### config.mk
export PLATFORM = sky130hd
export DESIGN_NAME = pac_accum
export DESIGN_NICKNAME = d
export VERILOG_FILES = /design/src/hdl/pac_accum.v
export VERILOG_INCLUDE_DIRS = /design/src /design/src/hdl
export SDC_FILE = /design/constraint.sdc
export NUM_CORES = 1
export LEC_CHECK = 0
export BUFFER_PORTS_ARGS = -buffer_cell sky130_fd_sc_hd__buf_2
export CORE_ASPECT_RATIO = 0.9
export CORE_MARGIN = 3
export CORE_UTILIZATION = 40
export CTS_CLUSTER_SIZE = 24
export DETAILED_ROUTE_END_ITERATION = 8
export GPL_TIMING_DRIVEN = 0
export PLACE_DENSITY = 0.75
export SYNTH_ARGS = -nofsm -noshare
export SYNTH_HDL_FRONTEND = slang
export SYNTH_SLANG_ARGS = --single-unit
### constraint.sdc
create_clock -name clk_i -period 2.1 [get_ports clk_i]
set_input_delay 0.315 -clock clk_i [delete_from_list [all_inputs] [get_ports clk_i]]
set_output_delay 0.315 -clock clk_i [all_outputs]
set_load 0.005 [all_outputs]
### src/hdl/pac_regs.vh
`ifndef PAC_REGS_VH
`define PAC_REGS_VH

// Register indices; byte address is four times the index
`define PAC_IDX_CTRL 6'h20
`define PAC_IDX_FLAGS 6'h21
`define PAC_IDX_CNT_HI 6'h22
`define PAC_IDX_CNT_LO 6'h23
`define PAC_IDX_CNT_WORD 6'h24
`define PAC_IDX_TSC 6'h25

// Control register fields
`define PAC_CTRL_ENABLE 6
`define PAC_CTRL_MODE 5
`define PAC_CTRL_EDGE 4
`define PAC_CTRL_CLK_HI 3
`define PAC_CTRL_CLK_LO 2
`define PAC_CTRL_OVF_IE 1
`define PAC_CTRL_INP_IE 0
`define PAC_CTRL_MASK 8'h7f

// Flag register fields
`define PAC_FLAG_OVF 1
`define PAC_FLAG_INP 0

// Timer system control fields
`define PAC_TSC_TIMER_EN 0
`define PAC_TSC_FFC 1

// Clock select encodings
`define PAC_CLK_PRESCALER 2'b00
`define PAC_CLK_ACCUM 2'b01
`define PAC_CLK_ACCUM_256 2'b10
`define PAC_CLK_ACCUM_65536 2'b11

// Reset values and count limits
`define PAC_CTRL_RESET 8'h00
`define PAC_CNT_RESET 16'h0000
`define PAC_TSC_RESET 2'b00
`define PAC_CNT_MAX 16'hffff
`define PAC_BYTE_MAX 8'hff

// Gating clock divisor
`define PAC_GATE_DIV 64

`endif

### src/hdl/pac_accum.v
// Behaviour
// - Event-mode accumulator runs regardless of timer enable
// - Mode bit picks event or gated
// - Edge select picks falling or rising edge
// - Gated: active level gates div-64 clock
// - Div-64 clock exists only with timer enabled
// - Clock select feeds main timer counter
// - Disabled accumulator forces prescaler clock
// - Clock select switch takes effect immediately
// - Overflow interrupt when flag and enable
// - Input interrupt when flag and enable
// - Overflow flag on wrap to zero
// - Writing one clears overflow flag
// - Input flag on counting or trailing edge
// - Writing one clears input flag
// - Fast clear: count access clears flags
// - Count readable and writable as bytes
// - Pin synchronised before counting
// - Enable routes channel 7 pin here
// - Interrupt requests are active high outputs
//
// Local design decision: register access over Wishbone.
`timescale 1ns/100ps
`include "pac_regs.vh"

module pac_accum #(
    parameter ADR_W = 8,
    parameter DIV_W = 6
) (
    input wire clk_i,
    input wire rst_i,
    input wire wb_cyc_i,
    input wire wb_stb_i,
    input wire wb_we_i,
    input wire [ADR_W-1:0] wb_adr_i,
    input wire [3:0] wb_sel_i,
    input wire [31:0] wb_dat_i,
    output wire [31:0] wb_dat_o,
    output wire wb_ack_o,
    input wire channel7_pin_i,
    input wire prescaler_tick_i,
    output wire timer_count_tick_o,
    output wire accum_owns_pin_o,
    output wire irq_overflow_o,
    output wire irq_input_o
);

    localparam integer DIV_LAST_I = `PAC_GATE_DIV - 1;
    localparam [DIV_W-1:0] DIV_LAST = DIV_LAST_I[DIV_W-1:0];

    reg pin_s1_r;
    reg pin_s2_r;
    reg pin_d_r;
    reg [1:0] sync_age_r;
    reg [7:0] ctrl_r;
    reg [7:0] ctrl_nxt;
    reg [1:0] tsc_r;
    reg [1:0] tsc_nxt;
    reg ovf_r;
    reg ovf_nxt;
    reg inp_r;
    reg inp_nxt;
    reg [15:0] count_r;
    reg [15:0] count_nxt;
    reg [DIV_W-1:0] div_cnt_r;
    reg div_tick_r;
    reg ack_r;
    reg [31:0] dat_r;
    reg [31:0] dat_nxt;
    reg tick_r;
    reg tick_nxt;
    reg owns_r;

    wire [5:0] reg_idx;
    wire req;
    wire fire;
    wire wr;
    wire hit_ctrl;
    wire hit_flags;
    wire hit_hi;
    wire hit_lo;
    wire hit_word;
    wire hit_tsc;
    wire hit_count;
    wire accum_en;
    wire mode_gated;
    wire edge_rising;
    wire [1:0] clk_sel;
    wire timer_en;
    wire fast_clear;
    wire pin_rise;
    wire pin_fall;
    wire sel_edge;
    wire level_active;
    wire accum_tick;
    wire count_load;
    wire wrap_full;
    wire wrap_byte;
    wire set_ovf;
    wire set_inp;
    wire sync_ok;
    wire wr_ctrl;
    wire wr_tsc;
    wire wr_flags;
    wire clr_ovf_wr;
    wire clr_inp_wr;
    wire clr_fast;
    wire ld_hi;
    wire ld_lo;
    wire ld_word_hi;
    wire ld_word_lo;
    wire [1:0] flag_nxt_v;
    wire [1:0] ie_nxt_v;
    wire [1:0] irq_v;

    assign reg_idx = wb_adr_i[7:2];
    assign req = wb_cyc_i & wb_stb_i;
    // Action at the edge where the master samples ack
    assign fire = req & ack_r;
    assign wr = fire & wb_we_i;
    assign hit_ctrl = (reg_idx == `PAC_IDX_CTRL);
    assign hit_flags = (reg_idx == `PAC_IDX_FLAGS);
    assign hit_hi = (reg_idx == `PAC_IDX_CNT_HI);
    assign hit_lo = (reg_idx == `PAC_IDX_CNT_LO);
    assign hit_word = (reg_idx == `PAC_IDX_CNT_WORD);
    assign hit_tsc = (reg_idx == `PAC_IDX_TSC);
    assign hit_count = hit_hi | hit_lo | hit_word;

    assign accum_en = ctrl_r[`PAC_CTRL_ENABLE];
    assign mode_gated = ctrl_r[`PAC_CTRL_MODE];
    assign edge_rising = ctrl_r[`PAC_CTRL_EDGE];
    assign clk_sel = ctrl_r[`PAC_CTRL_CLK_HI:`PAC_CTRL_CLK_LO];
    assign timer_en = tsc_r[`PAC_TSC_TIMER_EN];
    assign fast_clear = tsc_r[`PAC_TSC_FFC];

    // Edges seen only on the synchronised copy
    // Masked until all three stages hold real pin samples, so no false edge after reset
    assign sync_ok = &sync_age_r;
    assign pin_rise = sync_ok & pin_s2_r & ~pin_d_r;
    assign pin_fall = sync_ok & ~pin_s2_r & pin_d_r;

    // Event edge and gate trailing edge coincide per edge select
    assign sel_edge = edge_rising ? pin_rise : pin_fall;
    assign level_active = edge_rising ? ~pin_s2_r : pin_s2_r;

    // Event mode needs no timer; gated mode needs the div-64 tick
    assign accum_tick = accum_en & (mode_gated ? (div_tick_r & level_active) : sel_edge);

    // Byte lanes that load the count; other lanes of the word are left alone
    assign ld_hi = hit_hi & wb_sel_i[0];
    assign ld_lo = hit_lo & wb_sel_i[0];
    assign ld_word_hi = hit_word & wb_sel_i[1];
    assign ld_word_lo = hit_word & wb_sel_i[0];
    assign count_load = wr & (ld_hi | ld_lo | ld_word_hi | ld_word_lo);
    assign wrap_full = accum_tick & ~count_load & (count_r == `PAC_CNT_MAX);
    assign wrap_byte = accum_tick & ~count_load & (count_r[7:0] == `PAC_BYTE_MAX);
    assign set_ovf = wrap_full;
    assign set_inp = accum_en & sel_edge;

    assign wr_ctrl = wr & hit_ctrl & wb_sel_i[0];
    assign wr_tsc = wr & hit_tsc & wb_sel_i[0];
    assign wr_flags = wr & hit_flags & wb_sel_i[0];
    assign clr_ovf_wr = wr_flags & wb_dat_i[`PAC_FLAG_OVF];
    assign clr_inp_wr = wr_flags & wb_dat_i[`PAC_FLAG_INP];
    // Reads count too: with fast clear set, any completed count access clears both flags
    assign clr_fast = fire & hit_count & fast_clear;

    // Pin synchroniser
    always @(posedge clk_i) begin
        if (rst_i) begin
            pin_s1_r <= 1'b0;
            pin_s2_r <= 1'b0;
            pin_d_r <= 1'b0;
            sync_age_r <= 2'b00;
        end else begin
            pin_s1_r <= channel7_pin_i;
            pin_s2_r <= pin_s1_r;
            pin_d_r <= pin_s2_r;
            if (!sync_ok) begin
                sync_age_r <= sync_age_r + 2'b01;
            end
        end
    end

    // Divide-by-64 tick, held in reset while the timer is off
    // Its phase is free against the gate, so a gate window may count one tick more or less
    always @(posedge clk_i) begin
        if (rst_i) begin
            div_cnt_r <= {DIV_W{1'b0}};
            div_tick_r <= 1'b0;
        end else if (!timer_en) begin
            div_cnt_r <= {DIV_W{1'b0}};
            div_tick_r <= 1'b0;
        end else begin
            div_tick_r <= (div_cnt_r == DIV_LAST);
            if (div_cnt_r == DIV_LAST) begin
                div_cnt_r <= {DIV_W{1'b0}};
            end else begin
                div_cnt_r <= div_cnt_r + 1'b1;
            end
        end
    end

    // Control and timer system control writes
    always @* begin
        ctrl_nxt = ctrl_r;
        tsc_nxt = tsc_r;
        if (wr_ctrl) begin
            ctrl_nxt = wb_dat_i[7:0] & `PAC_CTRL_MASK;
        end
        if (wr_tsc) begin
            tsc_nxt = wb_dat_i[1:0];
        end
    end

    // Count: software load wins over a coincident increment
    always @* begin
        count_nxt = count_r;
        if (count_load) begin
            if (hit_word) begin
                if (wb_sel_i[1]) begin
                    count_nxt[15:8] = wb_dat_i[15:8];
                end
                if (wb_sel_i[0]) begin
                    count_nxt[7:0] = wb_dat_i[7:0];
                end
            end else if (hit_hi) begin
                count_nxt[15:8] = wb_dat_i[7:0];
            end else begin
                count_nxt[7:0] = wb_dat_i[7:0];
            end
        end else if (accum_tick) begin
            count_nxt = count_r + 16'h0001;
        end
    end

    // Flags: hardware set beats any clear in the same cycle
    always @* begin
        ovf_nxt = ovf_r;
        inp_nxt = inp_r;
        if (clr_ovf_wr) begin
            ovf_nxt = 1'b0;
        end
        if (clr_inp_wr) begin
            inp_nxt = 1'b0;
        end
        if (clr_fast) begin
            ovf_nxt = 1'b0;
            inp_nxt = 1'b0;
        end
        if (set_ovf) begin
            ovf_nxt = 1'b1;
        end
        if (set_inp) begin
            inp_nxt = 1'b1;
        end
    end

    // Main timer counter clock source, from live select bits
    always @* begin
        tick_nxt = prescaler_tick_i;
        if (accum_en) begin
            case (clk_sel)
                `PAC_CLK_PRESCALER: begin
                    tick_nxt = prescaler_tick_i;
                end
                `PAC_CLK_ACCUM: begin
                    tick_nxt = accum_tick;
                end
                `PAC_CLK_ACCUM_256: begin
                    tick_nxt = wrap_byte;
                end
                `PAC_CLK_ACCUM_65536: begin
                    tick_nxt = wrap_full;
                end
                default: begin
                    tick_nxt = prescaler_tick_i;
                end
            endcase
        end else begin
            tick_nxt = prescaler_tick_i;
        end
    end

    // Read mux; unmapped addresses read zero
    always @* begin
        dat_nxt = 32'h0000_0000;
        if (hit_ctrl) begin
            dat_nxt[7:0] = ctrl_r;
        end else if (hit_flags) begin
            dat_nxt[`PAC_FLAG_OVF] = ovf_r;
            dat_nxt[`PAC_FLAG_INP] = inp_r;
        end else if (hit_hi) begin
            dat_nxt[7:0] = count_r[15:8];
        end else if (hit_lo) begin
            dat_nxt[7:0] = count_r[7:0];
        end else if (hit_word) begin
            dat_nxt[15:0] = count_r;
        end else if (hit_tsc) begin
            dat_nxt[1:0] = tsc_r;
        end
    end

    // Register state
    always @(posedge clk_i) begin
        if (rst_i) begin
            ctrl_r <= `PAC_CTRL_RESET;
            tsc_r <= `PAC_TSC_RESET;
            count_r <= `PAC_CNT_RESET;
            ovf_r <= 1'b0;
            inp_r <= 1'b0;
        end else begin
            ctrl_r <= ctrl_nxt;
            tsc_r <= tsc_nxt;
            count_r <= count_nxt;
            ovf_r <= ovf_nxt;
            inp_r <= inp_nxt;
        end
    end

    // Bus answer: ack one cycle after request, dropped after one cycle
    always @(posedge clk_i) begin
        if (rst_i) begin
            ack_r <= 1'b0;
            dat_r <= 32'h0000_0000;
        end else begin
            ack_r <= req & ~ack_r;
            if (req && !ack_r) begin
                dat_r <= dat_nxt;
            end
        end
    end

    // Registered outputs to timer, pin mux and interrupt controller
    always @(posedge clk_i) begin
        if (rst_i) begin
            tick_r <= 1'b0;
            owns_r <= 1'b0;
        end else begin
            tick_r <= tick_nxt;
            owns_r <= ctrl_nxt[`PAC_CTRL_ENABLE];
        end
    end

    // One request line per flag: index 1 overflow, index 0 input
    assign flag_nxt_v = {ovf_nxt, inp_nxt};
    assign ie_nxt_v = {ctrl_nxt[`PAC_CTRL_OVF_IE], ctrl_nxt[`PAC_CTRL_INP_IE]};

    genvar gi;
    generate
        for (gi = 0; gi < 2; gi = gi + 1) begin : g_irq
            reg req_r;
            always @(posedge clk_i) begin
                if (rst_i) begin
                    req_r <= 1'b0;
                end else begin
                    req_r <= flag_nxt_v[gi] & ie_nxt_v[gi];
                end
            end
            assign irq_v[gi] = req_r;
        end
    endgenerate

    assign wb_ack_o = ack_r;
    assign wb_dat_o = dat_r;
    assign timer_count_tick_o = tick_r;
    assign accum_owns_pin_o = owns_r;
    assign irq_overflow_o = irq_v[1];
    assign irq_input_o = irq_v[0];

endmodule // pac_accum

==> impl_results.md <==
* Outcome: complete, no violations
* IO Count at between 80 and 90
* CTS H-tree lvls at 3
* Post-synthesis cell count at between 300 and 400
* Fraction of the mapped netlist area in adder cells at 0.0115
* GR Overflow Total at 0
* First-pass GRT wire length at 15.1 mm
* Skew-Pair Late Insertion Delay at 0.34 ns
* Max-slew headroom at 0.535
* Crit-path max cell delay at roughly 0.40 ns
* Ys Warns at 0
* Num CTS Buffers at 9
* CP max FO at 10
* Max cap viols at 0
* CTS clk-pin slew, worst paths at approximately 0.060 ns
* Post-CTS Hold Buffers at 0
* Hold Fails Final Rpt at 0
* Commonest non-fill, non-tap cell in the layout: dfxtp_1
* Clock skew at just under 0.009 ns
* Async S/R FF share, synth at 0
* P_leak at ~0.0016 uW
* P per Cell Area at just under 600 mW/mm^2
* Hold Path Class: in2reg
* Main combinational cell family by area after synthesis: simple AND/OR/NAND/NOR gates
* Synth Area in Compound Gates at 0.200
* CP startpoint kind: flop
* Top delay family on crit path: simple AND/OR/NAND/NOR gates
* Post-Layout Cell Count at 574
* Cell Area, Synth at around 0.0033 mm^2
* Cell Rows at 30
* Gp weighted congestion at approximately 0.93
* DRC Markers at 0
* Via Count at ~3,200
* Clock Root Buffer: clkbuf_8
* Starting Density at 0.423
* Die area at 0.00930 mm^2
* Layout cells sized above 1 at 0.241
* Final ANT Viol Nets at 0
* Setup ws final at approximately 0.1 ns
* Register bit count reported by yosys at 59
* Via-to-Cell Ratio at around 5.6
* Initial DRC count at 188
* Clk sinks at 59
* Most frequent cells in the layout: dfxtp_1, buf_2, nor2_1
* Avg Inst Size Synth at 8.24 um^2
* Filler cell count at between 700 and 800
* Pre-CTS setup slack at -0.356 ns
* Transition time of the tightest slew-check pin at 0.698 ns
* Number of flops mapped to enable cells by yosys at 0
* Synth Area in XOR/XNOR at 0.0187
* Final Max Tran Viols at 0
* CP max stage cell: dfxtp_1
* WL final at approximately 9.6 mm
* CP required at around 2.3 ns
* Setup violators final at 0
* Final net count at 530
* Final HPWL DP at 7.07 mm
* TritonRoute pass-1 iters at 5
* Die W at 101 um
* Critical path arrival at between 2 and 2.5 ns
* CTS tree: yes
* Netlist cell types at about 60
* Min Tclk post-route at approximately 2 ns
* CP Capture Type: flop
* Largest net degree at the start of global routing at 11
* Setup TNS at 0 ns
* Setup CP Type: reg2reg
* Synth-to-Final Area Change at 20.4%
* Initial antenna violation count at 0
* PortBufs at 48
* Layout Utilization at 0.509
* Clk buf depth at 2
* Synth Area in Simple Gates at 0.285
* Period Utilization, post-route at 0.953
* Power, Total at ~2300 uW
* GRT Util Overall at 0.208
* Max frequency at 500 MHz
* WL/cell at between 15 and 20 um
* Critical path, cell by cell: and4_1, o211ai_4, or2_1, buf_6, buf_2, a31oi_2, nor3_1
* Worst vdd ir at between 0.3 and 0.4 mV
* WP buf/inv at 2
* Ys flop type: dfxtp_1
* Cells after DPL at between 500 and 600
* Ant diodes at 0
* Unrepaired setup endpoints after global routing: no
* Sequential area share after synthesis at 0.361
* Vias in the first global route at 2,949
* Die Y at around 90 um
* Multiplexer share of the synthesized area at 0.0474
* Total core area at just under 0.008 mm^2
-- flip-flops by register name (all words and copies together) (netlist names), 2 cells and up --
signal,flops
count_r,16
wb_dat_o,16
ctrl_r,7
div_cnt_r,6
sync_age_r,2
tsc_r,2
-- metal layers --
layer  part of all wire  global-route usage
met1               0.42               0.264
met2               0.46               0.320
met3               0.10              0.0852
met4              0.013              0.0631
met5                  0                   0
-- where the power goes --
part           switching, uW  internal (uW)  leakage, uW  total (uW)
registers               10.6           1140     0.000478        1150
clock network            440            526    0.0000841         966
logic                    127           91.5      0.00102         219
-- final timing paths --
| check | start | to | slack [ns] | cells after the start |
|---|---|---|---|---|
| max | wb_ack_o | irq_overflow_o | 0.1 | 7 |
| min | channel7_pin_i | pin_s1_r | 0.18 | 2 |
| max reg2reg | wb_ack_o | irq_overflow_o | 0.1 | 7 |
| min reg2reg | div_cnt_r[0] | div_cnt_r[0] | 0.45 | 1 |
-- synth_stat cells (3+ instances only) --
cell / number / share of area
a211oi_1: 3 / 0.0069
a21o_1: 7 / 0.016
a21oi_1: 29 / 0.044
a221oi_1: 6 / 0.016
a22o_1: 6 / 0.016
a22oi_1: 6 / 0.014
a311oi_1: 3 / 0.0080
a31oi_1: 5 / 0.0096
and2_1: 5 / 0.0096
and3_1: 5 / 0.0096
buf_2: 4 / 0.0061
buf_4: 17 / 0.039
buf_6: 3 / 0.010
clkbuf_1: 13 / 0.015
dfxtp_1: 59 / 0.36
ha_1: 3 / 0.011
inv_1: 5 / 0.0057
mux2i_1: 13 / 0.040
nand2_1: 38 / 0.044
nand2b_1: 3 / 0.0057
nand3_1: 25 / 0.038
nand4_1: 4 / 0.0076
nor2_1: 44 / 0.050
nor2b_1: 6 / 0.011
nor3_1: 16 / 0.024
nor3b_1: 4 / 0.0092
nor4_1: 3 / 0.0057
o21ai_0: 16 / 0.024
o21ai_1: 3 / 0.0046
xnor2_1: 4 / 0.011
xor2_1: 3 / 0.0080
-- layout make-up --
cell class              count  area (um^2)  area share
multi-input cells         311         1930       0.490
clock inverters             3         42.5      0.0108
repair buffers             54          285      0.0724
well taps                  96          120      0.0305
clock buffers              10          128      0.0324
inverters                   5         18.8     0.00476
flip-flops and latches     59         1180       0.300
plain buffers              36          230      0.0584
-- repair_timing --
action                                  4_1_cts  5_1_grt
endpoints found under the hold margin         0        0
resized for setup                             3        7
endpoints found under the setup margin       12       15
setup buffers                                 2        4
gates cloned                                  0        0
pin swaps                                     1        2
-- metrics by stage --
step	instance area [um^2]	hold WS (ns)
2_1_floorplan	3330	0.414
3_3_place_gp	3690	0.422
3_5_place_dp	3690	0.434
4_1_cts	3890	0.171
5_1_grt	3940	0.169
6_report	3940	0.182
-- kinds of logic (layout without fill, tap and decap cells) --
family                     after synthesis  after routing
adders and majority gates                3              3
buffers and inverters                   42            108
other                                    1             16
xor gates and xnor gates                 7              7
muxes                                   15             15
and+or+nand+nor                        175            175
DFF                                     59             59
AOI/OAI and AO/OA                       95             95
No activity file was read; power rests on OpenSTA's default activity.
